**src/rtl/cssr_map.svh**
```systemverilog
// Offsets, fields and reset values of the status and stack block.
`ifndef CSSR_MAP_SVH
`define CSSR_MAP_SVH

//------------------------------------------------------------------------
// Register byte offsets on the AXI4-Lite slave
//------------------------------------------------------------------------
`define CSSR_OFF_STATUS      8'h00
`define CSSR_OFF_SPTR        8'h04
`define CSSR_OFF_TOS_LOW     8'h08
`define CSSR_OFF_TOS_HIGH    8'h0c
`define CSSR_OFF_STKERR      8'h10
`define CSSR_OFF_CONFIG      8'h14

//------------------------------------------------------------------------
// Status register fields
//------------------------------------------------------------------------
`define CSSR_BIT_C           0
`define CSSR_BIT_DIG         1
`define CSSR_BIT_Z           2
`define CSSR_BIT_PWR_N       3
`define CSSR_BIT_TO_N        4
`define CSSR_STATUS_RST      8'h18
`define CSSR_ARITH_MASK      8'h07

//------------------------------------------------------------------------
// Stack geometry and reset values
//------------------------------------------------------------------------
`define CSSR_STACK_DEPTH     16
`define CSSR_PC_W            15
`define CSSR_SP_W            5
`define CSSR_SP_RST          5'h1f
`define CSSR_SP_TOP          5'h0f
`define CSSR_CFG_RST         1'h1

//------------------------------------------------------------------------
// AXI response codes
//------------------------------------------------------------------------
`define CSSR_RESP_OKAY       2'h0
`define CSSR_RESP_SLVERR     2'h2

`endif

```
**src/rtl/cssr_pkg.sv**
```systemverilog
// Types shared by the core status and return stack block.
package cssr_pkg;

    // ALU operation class reported by the execution core.
    typedef enum logic [2:0] {
        CSSR_OP_NONE  = 3'b000,
        CSSR_OP_LOGIC = 3'b001,
        CSSR_OP_ADD   = 3'b010,
        CSSR_OP_SUB   = 3'b011,
        CSSR_OP_ROR   = 3'b100,
        CSSR_OP_ROL   = 3'b101
    } cssr_op_t;

    // Stack action requested by the execution core.
    typedef enum logic [1:0] {
        CSSR_STK_IDLE = 2'b00,
        CSSR_STK_PUSH = 2'b01,
        CSSR_STK_POP  = 2'b10
    } cssr_stk_t;

    // Write channel state of the bus slave.
    typedef enum logic [1:0] {
        CSSR_WR_IDLE = 2'b00,
        CSSR_WR_RESP = 2'b01
    } cssr_wst_t;

endpackage

```
**src/rtl/cssr_alu_if.sv**
```systemverilog
// Interface carrying ALU operands and flag results between the two modules.
`timescale 1ns/1ps
`default_nettype none

interface cssr_alu_if;
    import cssr_pkg::*;
    cssr_op_t   op;
    logic [7:0] a;
    logic [7:0] b;
    logic [7:0] result;
    logic       z;
    logic       dig;
    logic       c;
    logic       upd_z;
    logic       upd_dig;
    logic       upd_c;

    modport core (output op, output a, output b,
                  input result, input z, input dig, input c,
                  input upd_z, input upd_dig, input upd_c);
    modport alu  (input op, input a, input b,
                  output result, output z, output dig, output c,
                  output upd_z, output upd_dig, output upd_c);
endinterface

`default_nettype wire

```
**src/rtl/cssr_alu.sv**
```systemverilog
// Combinational ALU that produces result and arithmetic flags.
`timescale 1ns/1ps
`default_nettype none

module cssr_alu
    import cssr_pkg::*;
(
    // Operands and flags.
    cssr_alu_if.alu alu,
    // Carry input for rotates.
    input wire logic c_in
);

    logic [8:0] sum;
    logic [4:0] nib;
    logic [7:0] opb;

    //--------------------------------------------------------------------
    // Arithmetic
    //--------------------------------------------------------------------
    // two's complement subtract: borrow shows as carry clear.
    always_comb begin
        opb = (alu.op == CSSR_OP_SUB) ? (~alu.b) : alu.b;
        sum = {1'b0, alu.a} + {1'b0, opb} + {8'h00, (alu.op == CSSR_OP_SUB)};
        nib = {1'b0, alu.a[3:0]} + {1'b0, opb[3:0]} + {4'h0, (alu.op == CSSR_OP_SUB)};
    end

    // Result, flag values and which flags the operation touches.
    always_comb begin
        alu.result = 8'h00;
        alu.c      = c_in;
        alu.dig     = 1'b0;
        alu.upd_z   = 1'b0;
        alu.upd_dig = 1'b0;
        alu.upd_c  = 1'b0;
        case (alu.op)
            CSSR_OP_LOGIC: begin
                alu.result = alu.a;
                alu.upd_z  = 1'b1;
            end
            CSSR_OP_ADD, CSSR_OP_SUB: begin
                alu.result = sum[7:0];
                alu.dig     = nib[4];
                alu.c      = sum[8];
                alu.upd_z   = 1'b1;
                alu.upd_dig = 1'b1;
                alu.upd_c  = 1'b1;
            end
            CSSR_OP_ROR: begin
                alu.result = {c_in, alu.a[7:1]};
                alu.c      = alu.a[0];
                alu.upd_c  = 1'b1;
            end
            CSSR_OP_ROL: begin
                alu.result = {alu.a[6:0], c_in};
                alu.c      = alu.a[7];
                alu.upd_c  = 1'b1;
            end
            default: begin
                alu.result = alu.a;
            end
        endcase
        alu.z = (alu.result == 8'h00);
    end

endmodule

`default_nettype wire

```
**src/rtl/cssr_core.sv**
```systemverilog
// Core status flags and sixteen-entry return stack with AXI4-Lite access.
// Operation
// - Arithmetic flags override status writes.
// - Timeout flag: clear/sleep set, timeout clears.
// - Powerdown flag: clear sets, sleep clears.
// - Zero flag marks zero result.
// - Add/subtract digit carry from nibble.
// - Add/subtract carry from top bit.
// - Subtract adds complement; carry means no borrow.
// - Rotates load carry with shifted bit.
// - Upper three status bits read zero.
// - Sixteen fifteen-bit entries, separate storage.
// - Calls and interrupts push, returns pop.
// - Stack actions leave pc upper latch.
// - Circular stack when overflow reset off.
// - Error flags set regardless of enable.
// - Top-of-stack pair reads entry at pointer.
// - Stack pointer is five bits.
// - Push increments then writes; pop reads first.
`timescale 1ns/1ps
`default_nettype none
`include "cssr_map.svh"

module cssr_core
    import cssr_pkg::*;
(
    // Clock and reset.
    input  wire logic        CLK,
    input  wire logic        RST,
    // Execution core: ALU operation, one cycle per instruction.
    input  wire logic        EXE_VALID,
    input  wire logic [2:0]  EXE_OP,
    input  wire logic [7:0]  EXE_A,
    input  wire logic [7:0]  EXE_B,
    input  wire logic        EXE_DEST_STATUS,
    input  wire logic [7:0]  EXE_WDATA,
    output logic      [7:0]  EXE_RESULT,
    // Execution core: reset cause events, one-cycle pulses.
    input  wire logic        EVT_WD_CLEAR,
    input  wire logic        EVT_SLEEP,
    input  wire logic        EVT_WD_TIMEOUT,
    // Execution core: stack actions.
    input  wire logic [1:0]  STK_CMD,
    input  wire logic [14:0] STK_PC_IN,
    output logic      [14:0] STK_PC_OUT,
    // Status register and stack error view.
    output logic      [7:0]  STATUS_OUT,
    output logic             STK_RESET_REQ,
    // AXI4-Lite slave.
    input  wire logic [7:0]  S_AWADDR,
    input  wire logic        S_AWVALID,
    output logic             S_AWREADY,
    input  wire logic [31:0] S_WDATA,
    input  wire logic [3:0]  S_WSTRB,
    input  wire logic        S_WVALID,
    output logic             S_WREADY,
    output logic      [1:0]  S_BRESP,
    output logic             S_BVALID,
    input  wire logic        S_BREADY,
    input  wire logic [7:0]  S_ARADDR,
    input  wire logic        S_ARVALID,
    output logic             S_ARREADY,
    output logic      [31:0] S_RDATA,
    output logic      [1:0]  S_RRESP,
    output logic             S_RVALID,
    input  wire logic        S_RREADY
);

    //--------------------------------------------------------------------
    // Declarations
    //--------------------------------------------------------------------
    cssr_alu_if  alu_bus ();
    cssr_stk_t   stk_cmd;
    cssr_wst_t   wst_r;
    logic [7:0]  status_r;
    logic [4:0]  sp_r;
    logic        ovf_r;
    logic        unf_r;
    logic        ovren_r;
    logic [14:0] stack_mem [`CSSR_STACK_DEPTH];
    logic [7:0]  awaddr_r;
    logic [31:0] wdata_r;
    logic [3:0]  wstrb_r;
    logic        aw_got_r;
    logic        w_got_r;
    logic        wr_go;
    logic        wr_hit;
    logic [3:0]  sp_idx;
    logic [4:0]  sp_inc;
    logic [4:0]  sp_dec;
    logic        do_push;
    logic        do_pop;
    logic        push_ovf;
    logic        pop_unf;
    logic [14:0] tos_val;
    logic [31:0] rd_word;
    logic        rd_hit;

    //--------------------------------------------------------------------
    // ALU
    //--------------------------------------------------------------------
    assign alu_bus.op = EXE_VALID ? cssr_op_t'(EXE_OP) : CSSR_OP_NONE;
    assign alu_bus.a  = EXE_A;
    assign alu_bus.b  = EXE_B;
    assign EXE_RESULT = alu_bus.result;

    cssr_alu u_alu (
        .alu  (alu_bus),
        .c_in (status_r[`CSSR_BIT_C])
    );

    //--------------------------------------------------------------------
    // AXI write channel
    //--------------------------------------------------------------------
    // Address and data are accepted in either order and held until both arrive.
    assign S_AWREADY = (wst_r == CSSR_WR_IDLE) && !aw_got_r;
    assign S_WREADY  = (wst_r == CSSR_WR_IDLE) && !w_got_r;
    assign wr_go     = (wst_r == CSSR_WR_IDLE) && aw_got_r && w_got_r;
    assign S_BRESP   = `CSSR_RESP_OKAY;
    assign S_BVALID  = (wst_r == CSSR_WR_RESP);

    // Capture of the write address.
    always_ff @(posedge CLK or posedge RST) begin
        if (RST) begin
            aw_got_r <= 1'b0;
            awaddr_r <= 8'h00;
        end else if (S_AWVALID && S_AWREADY) begin
            aw_got_r <= 1'b1;
            awaddr_r <= S_AWADDR;
        end else if (wr_go) begin
            aw_got_r <= 1'b0;
        end
    end

    // Capture of the write data.
    always_ff @(posedge CLK or posedge RST) begin
        if (RST) begin
            w_got_r <= 1'b0;
            wdata_r <= 32'h0000_0000;
            wstrb_r <= 4'h0;
        end else if (S_WVALID && S_WREADY) begin
            w_got_r <= 1'b1;
            wdata_r <= S_WDATA;
            wstrb_r <= S_WSTRB;
        end else if (wr_go) begin
            w_got_r <= 1'b0;
        end
    end

    // Response state machine.
    always_ff @(posedge CLK or posedge RST) begin
        if (RST) begin
            wst_r <= CSSR_WR_IDLE;
        end else begin
            case (wst_r)
                CSSR_WR_IDLE: begin
                    if (wr_go) begin
                        wst_r <= CSSR_WR_RESP;
                    end
                end
                CSSR_WR_RESP: begin
                    if (S_BREADY) begin
                        wst_r <= CSSR_WR_IDLE;
                    end
                end
                default: begin
                    wst_r <= CSSR_WR_IDLE;
                end
            endcase
        end
    end

    // Unmapped writes are silently dropped with OKAY; only byte lane 0 matters.
    assign wr_hit = wr_go && wstrb_r[0];

    //--------------------------------------------------------------------
    // Stack control
    //--------------------------------------------------------------------
    // Pointer arithmetic wraps at five bits; the decode below reads the wrap.
    assign stk_cmd  = cssr_stk_t'(STK_CMD);
    assign sp_inc   = sp_r + 5'h01;
    assign sp_dec   = sp_r - 5'h01;
    // push on call, pop on return.
    assign do_push  = (stk_cmd == CSSR_STK_PUSH);
    assign do_pop   = (stk_cmd == CSSR_STK_POP);
    assign push_ovf = do_push && (sp_r == `CSSR_SP_TOP);
    assign pop_unf  = do_pop && (sp_r == 5'h00 || sp_r == `CSSR_SP_RST);
    // circular index uses the low four bits.
    assign sp_idx   = sp_r[3:0];
    // top of stack follows the pointer.
    assign tos_val  = stack_mem[sp_idx];
    assign STK_PC_OUT = tos_val;
    // The request is a level; the core decides when to act on it.
    assign STK_RESET_REQ = ovren_r && (ovf_r || unf_r);

    // Stack pointer.
    always_ff @(posedge CLK or posedge RST) begin
        if (RST) begin
            sp_r <= `CSSR_SP_RST;
        end else if (do_push) begin
            // wrap to entry zero after sixteen pushes.
            sp_r <= (push_ovf && !ovren_r) ? 5'h10 : sp_inc;
        end else if (do_pop) begin
            sp_r <= sp_dec;
        end else if (wr_hit && awaddr_r == `CSSR_OFF_SPTR) begin
            sp_r <= wdata_r[4:0];
        end
    end

    // separate sixteen by fifteen storage; no latch touched here.
    always_ff @(posedge CLK) begin
        if (do_push) begin
            stack_mem[sp_inc[3:0]] <= STK_PC_IN;
        end else if (wr_hit && awaddr_r == `CSSR_OFF_TOS_LOW) begin
            stack_mem[sp_idx] <= {tos_val[14:8], wdata_r[7:0]};
        end else if (wr_hit && awaddr_r == `CSSR_OFF_TOS_HIGH) begin
            stack_mem[sp_idx] <= {wdata_r[6:0], tos_val[7:0]};
        end
    end

    // error flags set regardless of reset enable.
    always_ff @(posedge CLK or posedge RST) begin
        if (RST) begin
            ovf_r <= 1'b0;
            unf_r <= 1'b0;
        end else begin
            // Set beats a simultaneous software clear.
            ovf_r <= push_ovf || (ovf_r &&
                     !(wr_hit && awaddr_r == `CSSR_OFF_STKERR && !wdata_r[0]));
            unf_r <= pop_unf || (unf_r &&
                     !(wr_hit && awaddr_r == `CSSR_OFF_STKERR && !wdata_r[1]));
        end
    end

    // Overflow reset enable, a configuration bit held here.
    always_ff @(posedge CLK or posedge RST) begin
        if (RST) begin
            ovren_r <= `CSSR_CFG_RST;
        end else if (wr_hit && awaddr_r == `CSSR_OFF_CONFIG) begin
            ovren_r <= wdata_r[0];
        end
    end

    //--------------------------------------------------------------------
    // Status register
    //--------------------------------------------------------------------
    // The core writes status directly; the bus path is secondary.
    always_ff @(posedge CLK or posedge RST) begin
        if (RST) begin
            status_r <= `CSSR_STATUS_RST;
        end else begin
            // Plain writes reach only the arithmetic bits.
            if (EXE_VALID && EXE_DEST_STATUS) begin
                // flags touched by the op are masked.
                status_r[`CSSR_BIT_C]  <= EXE_WDATA[`CSSR_BIT_C];
                status_r[`CSSR_BIT_DIG] <= EXE_WDATA[`CSSR_BIT_DIG];
                status_r[`CSSR_BIT_Z]  <= EXE_WDATA[`CSSR_BIT_Z];
            end else if (wr_hit && awaddr_r == `CSSR_OFF_STATUS) begin
                status_r[2:0] <= wdata_r[2:0];
            end
            // flags commit with the destination write.
            if (alu_bus.upd_z) begin
                status_r[`CSSR_BIT_Z] <= alu_bus.z;
            end
            if (alu_bus.upd_dig) begin
                status_r[`CSSR_BIT_DIG] <= alu_bus.dig;
            end
            if (alu_bus.upd_c) begin
                status_r[`CSSR_BIT_C] <= alu_bus.c;
            end
            // timeout flag; timeout wins over clear.
            if (EVT_WD_TIMEOUT) begin
                status_r[`CSSR_BIT_TO_N] <= 1'b0;
            end else if (EVT_WD_CLEAR || EVT_SLEEP) begin
                status_r[`CSSR_BIT_TO_N] <= 1'b1;
            end
            if (EVT_SLEEP) begin
                status_r[`CSSR_BIT_PWR_N] <= 1'b0;
            end else if (EVT_WD_CLEAR) begin
                status_r[`CSSR_BIT_PWR_N] <= 1'b1;
            end
            status_r[7:5] <= 3'h0;
        end
    end
    assign STATUS_OUT = status_r;

    //--------------------------------------------------------------------
    // AXI read channel
    //--------------------------------------------------------------------
    // Read mux; narrow registers sit in the low bits.
    always_comb begin
        rd_hit  = 1'b1;
        rd_word = 32'h0000_0000;
        case (S_ARADDR)
            `CSSR_OFF_STATUS:   rd_word = {24'h000000, status_r};
            `CSSR_OFF_SPTR:     rd_word = {27'h0000000, sp_r};
            `CSSR_OFF_TOS_LOW:  rd_word = {24'h000000, tos_val[7:0]};
            `CSSR_OFF_TOS_HIGH: rd_word = {25'h0000000, tos_val[14:8]};
            `CSSR_OFF_STKERR:   rd_word = {30'h00000000, unf_r, ovf_r};
            `CSSR_OFF_CONFIG:   rd_word = {31'h00000000, ovren_r};
            default:            rd_hit  = 1'b0;
        endcase
    end

    // One read in flight; a new address waits until the answer is taken.
    assign S_ARREADY = !S_RVALID;

    // One-cycle read answer, held until taken.
    always_ff @(posedge CLK or posedge RST) begin
        if (RST) begin
            S_RVALID <= 1'b0;
            S_RDATA  <= 32'h0000_0000;
            S_RRESP  <= `CSSR_RESP_OKAY;
        end else if (S_ARVALID && S_ARREADY) begin
            S_RVALID <= 1'b1;
            S_RDATA  <= rd_word;
            S_RRESP  <= rd_hit ? `CSSR_RESP_OKAY : `CSSR_RESP_SLVERR;
        end else if (S_RREADY) begin
            S_RVALID <= 1'b0;
        end
    end

endmodule

`default_nettype wire

```
**config.mk**
```make
export PLATFORM = sky130hd
export DESIGN_NAME = cssr_core
export DESIGN_NICKNAME = d
export VERILOG_FILES = /design/src/rtl/cssr_pkg.sv /design/src/rtl/cssr_alu_if.sv /design/src/rtl/cssr_alu.sv /design/src/rtl/cssr_core.sv
export VERILOG_INCLUDE_DIRS = /design/src /design/src/rtl
export SDC_FILE = /design/constraint.sdc
export NUM_CORES = 1
export LEC_CHECK = 0
export BUFFER_PORTS_ARGS = -buffer_cell sky130_fd_sc_hd__buf_2
export CAP_MARGIN = 20
export CORE_MARGIN = 2
export CORE_UTILIZATION = 54
export CTS_BUF_LIST = sky130_fd_sc_hd__clkbuf_2 sky130_fd_sc_hd__clkbuf_4 sky130_fd_sc_hd__clkbuf_8
export DETAILED_ROUTE_END_ITERATION = 8
export GPL_TIMING_DRIVEN = 0
export PLACE_DENSITY = 0.79
export SLEW_MARGIN = 10
export SYNTH_ARGS = -nofsm -noshare
export SYNTH_HDL_FRONTEND = slang
export SYNTH_SLANG_ARGS = --single-unit
```
**constraint.sdc**
```tcl
create_clock -name CLK -period 3.55 [get_ports CLK]
set_input_delay 0.355 -clock CLK [delete_from_list [all_inputs] [get_ports CLK]]
set_output_delay 0.355 -clock CLK [all_outputs]
set_load 0.01 [all_outputs]
```
==> summary.md, run 1 <==
The synthesized netlist devotes 1.15% of its cell area to XOR and XNOR gates. The initial antenna violation count came out at 0. For the number of max-slew violations in the final report, the log shows 0. The post-synthesis simple-gate area fraction was 7.97%. Setup repair after global routing could not meet its margin everywhere.

The data arrival time at the worst-slack endpoint came out at 3170 ps. At the placement stage, the worst setup path has a slack of -564 ps. The fraction of final layout cells sized beyond drive strength 1 was 34.7%; the die boundary height was 159 um. The repair_antennas step left the layout with diodes totalling 0.

The most common cell after layout, fill and taps aside was edfxtp_1. The number of failing hold endpoints at the final stage is 0. For the pin with the worst max-slew slack, the measured transition is 800 ps. After floorplanning, the core was sized to cover 23500 sq um.

Remaining antenna violation count: 0. The number of distinct library cells after synthesis was 58; the total of max-cap violations was 0. The first detailed-routing pass took 6 iterations. After detailed routing, the average wire length per cell comes to 22.5 um. The adder-cell area share of the yosys netlist works out to 1.51%. By area, the combinational part of the netlist is dominated by multiplexers. During synthesis, Yosys emitted a total of 0 warnings. TritonCTS built the clock tree.

The clock arrives with 33.0 ps of skew. The DRC violations left is 0. The tools report the layout filler cell count as 1602. Number of global-route vias before repair: 8528. The multi-input combinational cells in the finished layout cover a total of 4430 sq um. In this run the tightest slew margin relative to its limit is 46.6%.

The critical path goes through clkbuf_2 > clkbuf_1 > a211oi_2 > a31oi_1 > buf_2. Fraction of registers with async set or reset after synthesis: 15.2%. The critical path's slowest cell is dfstp_2. In this run, synthesis inferred 240 flip-flops with an integrated enable. The run gives 0 as the final setup violation count. Of all nets on the critical path, the largest fanout is 10. The cell area that synthesis handed to floorplanning was 12900 sq um.

The cell area after placement was 14400 sq um. The number of input and output port buffers inserted works out to 115. The clock tree synthesis step divided the H-tree into 2 levels. In the final design database the tool counted 1248 nets.

After synthesis, flip-flops and latches occupy 64.2% of the total area. The run finished with clean final reports. For the maximum number of buffers from clock root to sink, the log shows 3. The classification of the worst setup path was reg -> out. The tightest min-delay check is of the in -> reg type.

The die covers 25200 sq um. Detailed placement ended at an HPWL of 23.4 mm. The maximum vdd drop is 450 uV, and the per-instance average area after synthesis is 14.3 sq um. After the first detailed-routing iteration, the DRC count stood at 1173.

The clock insertion delay at the later pin of the skew report is 570 ps, and the endpoint required time on the critical path is 3190 ps. The worst path setup slack after routing is 29.5 ps, and the share of the synthesized area in the top cell type is 55.8%. The library cells used most frequently in the layout, excluding fill and tap cells, are 240 x edfxtp_1, 119 x buf_2, 119 x nand2_1, 61 x mux4_2, 47 x buf_4. Across every metal layer, demand over resource in global routing totals 26.5%. Among all flip-flop cells after synthesis, the most frequent one is edfxtp_1.

The cell accounting for the most synthesized area was edfxtp_1. STA classifies the critical path startpoint as a flip-flop. From synthesis to final layout, the design area changed by 19.7%. For this run, the slowest stage of the critical path takes 720 ps. The detailed-route vias per instance works out to 5.95. The run gives 48.8 mm as the wire length of the first global-routing pass. In this run the clock root is driven by a clkbuf_8.

The logs give 56 for the number of placement rows and 55.0% for the starting density of the core. The achievable frequency was 0.284 GHz; the post-synthesis compound-gate area fraction was 7.31%. Measured along the x axis, the die boundary spans 159 um. The last weighted congestion value of the routability-driven placer is 0.934, and the aggregate negative setup slack is 0 ps.

The total overflow left after global routing is 0. The run gives 5.71 nW as the leakage power. In the finished design, the share of the clock period the worst path needs comes to 99.2%. After synthesis the netlist holds a flip-flop and latch count of 283. The number of vias after detailed routing is 8752. After synthesis, the cell types taking the most area are edfxtp_1 56%, mux4_2 11%, dfrtp_1 6.8%, nand2_1 3.5%, mux2_2 2.1%.

Entering global routing, the biggest net connects 25 pins. The total area of sequential cells was 8290 sq um. Counting every sink on the clock net gives 283. The final period demand of the worst path works out to 3520 ps. Of the post-synthesis cell area, the part taken by muxes is 13.7%. Clock-pin slew was measured on the worst setup and hold paths at 70 ps.

In this run the count of I/O pins placed on the die edge is 181. Counting the buffers created by CTS gives 43. The worst setup path is captured at an output pin. The final standard cell area without fillers was 15500 sq um; the post-synthesis instance total was 904.

The final layout contains routed wiring with a total length of 33.1 mm. For this design the ratio of total power to cell area is 701 nW/um^2.
==> stage by stage <==
stage          power (W)  hold WS [ps]  instances  util [%]
2_1_floorplan    0.00658           388        933         -
3_3_place_gp     0.00778           468       1367      59.6
3_5_place_dp     0.00798           386       1394      61.2
4_1_cts           0.0107         0.227       1471      65.4
5_1_grt           0.0113          6.78       1472      65.9
6_report          0.0108          14.2       1472      65.9
==> area by class of cell <==
cell class	instances	share of cell area, %
plain buffers	78	2.91
clock buffers	61	4.70
clock inverters	12	0.631
inverters	24	0.599
multi-input cells	545	28.6
flip-flops and latches	283	53.6
well taps	319	2.58
repair buffers	150	6.30
==> per-layer routing <==
layer / routed length [um] / global-route usage [%]
met1: 12900 / 35.0
met2: 15200 / 42.3
met3: 3580 / 6.72
met4: 1360 / 11.1
met5: 0 / 0
==> state kept, by name, summed over array words and instances (netlist names), 5 cells and up <==
register and count:
wdata_r 8, S_RDATA 8, stack_mem 240, sp_r 5
awaddr_r 8, STATUS_OUT 5
==> synthesized netlist by cell type, types with 4 or more instances <==
cell,count
edfxtp_1,240
nand2_1,119
mux4_2,61
nor2_1,52
o21ai_0,51
clkbuf_1,38
dfrtp_1,35
a21oi_1,34
buf_4,32
mux2_2,24
inv_1,21
a31oi_1,14
ha_1,14
xnor2_1,14
mux2i_1,13
o22ai_1,13
a211oi_1,11
buf_2,9
nor3_1,9
and2_1,8
dfstp_2,8
nand3_1,8
nand2b_1,7
a22oi_1,5
o211ai_1,5
and3_1,4
nand4b_1,4
nor3b_1,4
==> repair_timing <==
action | CTS | global route
hold buffers | 6 | 0
gates resized for setup | 35 | 22
buffers inserted | 0 | 2
pin swaps | 0 | 1
endpoints found under the hold margin | 20 | 0
setup endpoints to repair | 432 | 247
==> worst max-delay path, delay by kind of cell (launching register included) <==
| family | cells | cell delay, ps |
|---|---|---|
| buf+inv | 3 | 1180 |
| compound gates | 2 | 690 |
| flops | 1 | 720 |
==> report_power, final <==
group / leakage, nW / internal [W] / switching (W)
clock network: 0.440 / 0.00140 / 0.00120
logic: 2.60 / 0.00154 / 0.00246
registers: 2.67 / 0.00398 / 0.000264
total: 5.71 / 0.00691 / 0.00393
==> worst paths after layout <==
kind	from	depth (start not counted)	to	slack, ps
worst min register to register	S_RDATA[6]	2	S_RDATA[6]	480
worst max register to register	sp_r[2]	9	stack_mem[3][1]	110
min in group asynchronous	RST	3	wdata_r[1]	340
worst max-delay path	sp_r[2]	5	STK_PC_OUT[4]	30
worst min-delay path	S_WDATA[3]	2	wdata_r[3]	10
max in group asynchronous	RST	4	ovren_r	2630
==> kinds of logic after synthesis <==
family	Yosys count
flip-flops	283
AND/OR/NAND/NOR	230
AO/OA/AOI/OAI	155
buffers and inverters	105
multiplexers	98
XOR/XNOR	17
adder cells (fa/ha/maj)	15
other	1
Note: power is estimated with default switching activity, not from simulation.
==> inputs of run 2 (changes only) <==
Settings changed: SYNTH_HIERARCHICAL set to 1.
==> summary.md, run 2 <==
The portion of the clock cycle consumed by the worst path in the final layout was 100% (was 99.2%). For the data arrival time at the worst-slack endpoint, the log shows 3800 ps (was 3170 ps). The remaining global-route overflow is 0 (unchanged). The post-synthesis instance total was 843 (was 904).

Switching power total: 0.00391 W (was 0.00393 W). The cell accounting for the most synthesized area was edfxtp_1 (unchanged). The total power divided by cell area works out to 740 nW/um^2 (was 701 nW/um^2).

Highest-count cells in the layout ignoring fill and taps: 240 x edfxtp_1, 125 x buf_2, 61 x nand2_1, 60 x mux4_2 (was 240 x edfxtp_1, 119 x buf_2, 119 x nand2_1, 61 x mux4_2, 47 x buf_4). The number of H-tree levels is 2 (unchanged). The design internal power was 0.00750 W (was 0.00691 W); the number of antenna diodes was 0 (unchanged).

The number of failing hold endpoints at the final stage is 0 (unchanged). The fraction of registers with async set or reset after synthesis was 15.2% (unchanged). Normalized max-slew margin: 26.3% (was 46.6%). The logs give 56 (unchanged) for the number of placement rows and 26.6% (was 26.5%) for the global-route usage over all layers.

Achievable frequency: 0.282 GHz (was 0.284 GHz). The run gives 419 uV (was 450 uV) as the maximum vdd drop. The core footprint is 23500 sq um (unchanged).

The die area was 25200 sq um (about the same); the layout filler cell count was 1586 (was 1602). The flow ran to the end, but the final reports show violations. The register containing the most flip-flops in the final layout is stack_mem (unchanged). The class of the worst hold path was in -> reg (unchanged). The remaining antenna violation count was 0 (unchanged); the total wire length was 33.8 mm (was 33.1 mm). The final standard cell area without fillers is 15400 sq um (was 15500 sq um), and the final period demand of the worst path is 3550 ps (was 3520 ps). The area growth from synthesis to layout is 19.4% (was 19.7%), and the register bit count reported by yosys is 283 (unchanged). The flip-flop count of the largest register, all copies and words added is 240 (unchanged), and the number of max-slew violations in the final report is 0 (unchanged). The classification of the worst setup path was reg -> reg (was reg -> out). The tools report the number of global-route vias before repair as 8346 (was 8528).

The run gives 1186 (was 1248) as the final layout net count. The tools report the maximum number of buffers from clock root to sink as 3 (unchanged). The number of vias after detailed routing came out at 8507 (was 8752).

For the leakage power, the log shows 5.76 nW (was 5.71 nW). The tools report the wire length of the first global-routing pass as 50.5 mm (was 48.8 mm). The relative contribution of the clock network to total power was 26.4% (was 23.9%).

The number of ports placed on the die boundary is 181 (unchanged), and the number of synthesis warnings is 6 (was 0). The run gives 35.1% (was 36.9%) as the relative contribution of combinational cells to total power. For the clock net sink count, the log shows 283 (unchanged). The logs give 26.1 ps (was 14.2 ps) for the tightest hold margin and 23.3 mm (was 23.4 mm) for the detailed placer's ending HPWL. Commonest cells post-synth: 240 x edfxtp_1, 61 x nand2_1, 60 x mux4_2, 53 x nor2_1, 44 x mux2i_1 (was 240 x edfxtp_1, 119 x nand2_1, 61 x mux4_2, 52 x nor2_1, 51 x o21ai_0). The cell area after placement was 14300 sq um (was 14400 sq um); the post-CTS clock slew at the launch and capture registers of the worst setup and hold paths was 60 ps (was 70 ps). The die boundary height is 159 um (about the same), and the biggest fanout along the worst timing path is 10 (unchanged). The die width came out at 159 um (about the same).

The number of distinct library cells after synthesis is 70 (was 58). The logs give 0 (unchanged) for the DRC violations left and 21.2 ps (was 33.0 ps) for the largest clock skew in the final design. The transition time at the pin with the least slew margin was 1110 ps (was 800 ps). Number of iterations in the first detailed-routing pass: 8 (was 6). The most used flip-flop cell after synthesis was edfxtp_1 (unchanged).

The tools report the end-of-flow core utilization as 65.8% (was 65.9%). The final setup violation count was 1 (was 0); the detailed-route vias per instance was 6.01 (was 5.95). The fraction of final layout cells sized beyond drive strength 1 was 35.1% (was 34.7%). The endpoint required time on the critical path was 3800 ps (was 3190 ps); the number of clock buffers inserted by TritonCTS was 44 (was 43). Largest cells by area after synthesis: edfxtp_1 56%, mux4_2 10%, dfrtp_1 6.8%, mux2i_1 3.4%, buf_4 2.2% (was edfxtp_1 56%, mux4_2 11%, dfrtp_1 6.8%, nand2_1 3.5%, mux2_2 2.1%). For the starting density of the core, the log shows 55.1% (was 55.0%).

Most repeated cell in the gate-level netlist after synthesis: edfxtp_1 (unchanged). For the clock insertion delay at the later pin of the skew report, the log shows 560 ps (was 570 ps). TritonCTS built the clock tree. The tools report the total of max-cap violations as 0 (unchanged). The average detailed-routed wire length per instance works out to 23.9 um (was 22.5 um). The post-synthesis instance area is 12900 sq um (about the same), and the count of routing violations after the opening detailed-route iteration is 1086 (was 1173). Setup repair after global routing could not meet its margin everywhere. Worst path setup slack after routing: -0.519 ps (was 29.5 ps).

The checks that failed: setup timing. Proportion of total power due to net switching: 34.3% (was 36.2%). The tools report the startpoint kind of the worst setup timing path as a flip-flop (unchanged). The run gives 0 (unchanged) as the initial antenna violation count. The category of the worst setup path capture point is a flip-flop (was an output pin). The number of input and output port buffers inserted came out at 116 (was 115). The sequential fraction of the synthesis area is 64.1% (was 64.2%). The number of synthesized flops with an enable pin was 240 (unchanged); the last weighted congestion value of the routability-driven placer was 0.844 (was 0.934). Most common cell after layout, fill and taps aside: edfxtp_1 (unchanged). The run gives 38.5% (was 39.1%) as the share of power burned in registers.

The tools report the clock root buffer as clkbuf_8 (unchanged). The share of the synthesized area in the top cell type came out at 55.7% (was 55.8%). The run gives 36 (was 25) as the largest net degree at the start of global routing. The per-instance average area after synthesis is 15.3 sq um (was 14.3 sq um), and the overall power consumption is 0.0114 W (was 0.0108 W).
run 2: per-stage QoR:
step	setup TNS, ps	worst slack [ps]	cells
after floorplan	0	114	872
after detailed placement	-920	-382	1324
after global placement	-70980	-403	1307
after global routing	-44.7	-11.6	1415
after CTS	0	12.4	1408
final	-0.519	-0.519	1415
run 2: logic make-up (layout without fill, tap and decap cells):
logic type      Yosys count  in the layout  synth area share [%]
xor+xnor                 14             14                 0.948
simple gates            189            189                  7.04
mux                     124            124                  15.6
buf+inv                  90            314                  4.10
flops                   283            283                  64.1
fa+ha+maj                15             15                  1.51
other cells               1             30                0.0290
compound gates          127            127                  6.61
run 2: power groups by stage:
| stage | clock network, W | registers (W) | logic (W) |
|---|---|---|---|
| after CTS | 0.00305 | 0.00438 | 0.00395 |
| after global placement | 0 | 0.00443 | 0.00369 |
| final | 0.00301 | 0.00439 | 0.00401 |
| after detailed placement | 0 | 0.00444 | 0.00390 |
| after floorplan | 0 | 0.00434 | 0.00258 |
| after global routing | 0.00318 | 0.00443 | 0.00423 |
run 2: what timing repair did:
item	4_1_cts	5_1_grt
endpoints found under the setup margin	3	35
hold buffers	5	0
gates resized for setup	2	8
hold endpoints to repair	41	0
setup buffers	0	0
cloned	0	0
run 2: cell type report:
class	count	area [sq um]	area share [%]
clock inverter	15	206	1.34
inverter	19	71.3	0.462
clock buffer	64	762	4.94
tap	319	399	2.59
sequential	283	8290	53.7
timing repair buffer	145	943	6.11
buffer	71	462	2.99
multi-input combinational	499	4300	27.8
run 2: per-layer routing:
layer | GRT usage (%) | routed length [um] | part of all wire (%) | up-vias
met5 | 0 | 0 | 0 | -
met1 | 36.3 | 13100 | 39 | 4122
li1 | - | - | - | 3690
met3 | 6.61 | 3840 | 11 | 92
met4 | 9.13 | 1080 | 3.2 | 0
met2 | 42.4 | 15800 | 47 | 603
run 2: final timing paths:
kind	slack [ps]	depth (start not counted)	end	start
worst max-delay path	-0.5	10	stack_mem[10][9]	sp_r[1]
worst min register to register	480	2	S_RDATA[6]	S_RDATA[6]
min in group asynchronous	250	3	S_RRESP[1]	RST
worst max register to register	-0.5	10	stack_mem[10][9]	sp_r[1]
max in group asynchronous	2760	4	sp_r[2]	RST
worst min-delay path	30	2	wstrb_r[0]	S_WSTRB[0]
run 2: critical path, cell delays in order, from the launching register on:
cell,delay (ps)
dfstp_2,540
buf_6,150
buf_4,250
buf_4,260
inv_2,160
ha_1,360
inv_1,90
nor3_1,340
a31oi_1,270
nor2_2,540
buf_8,250
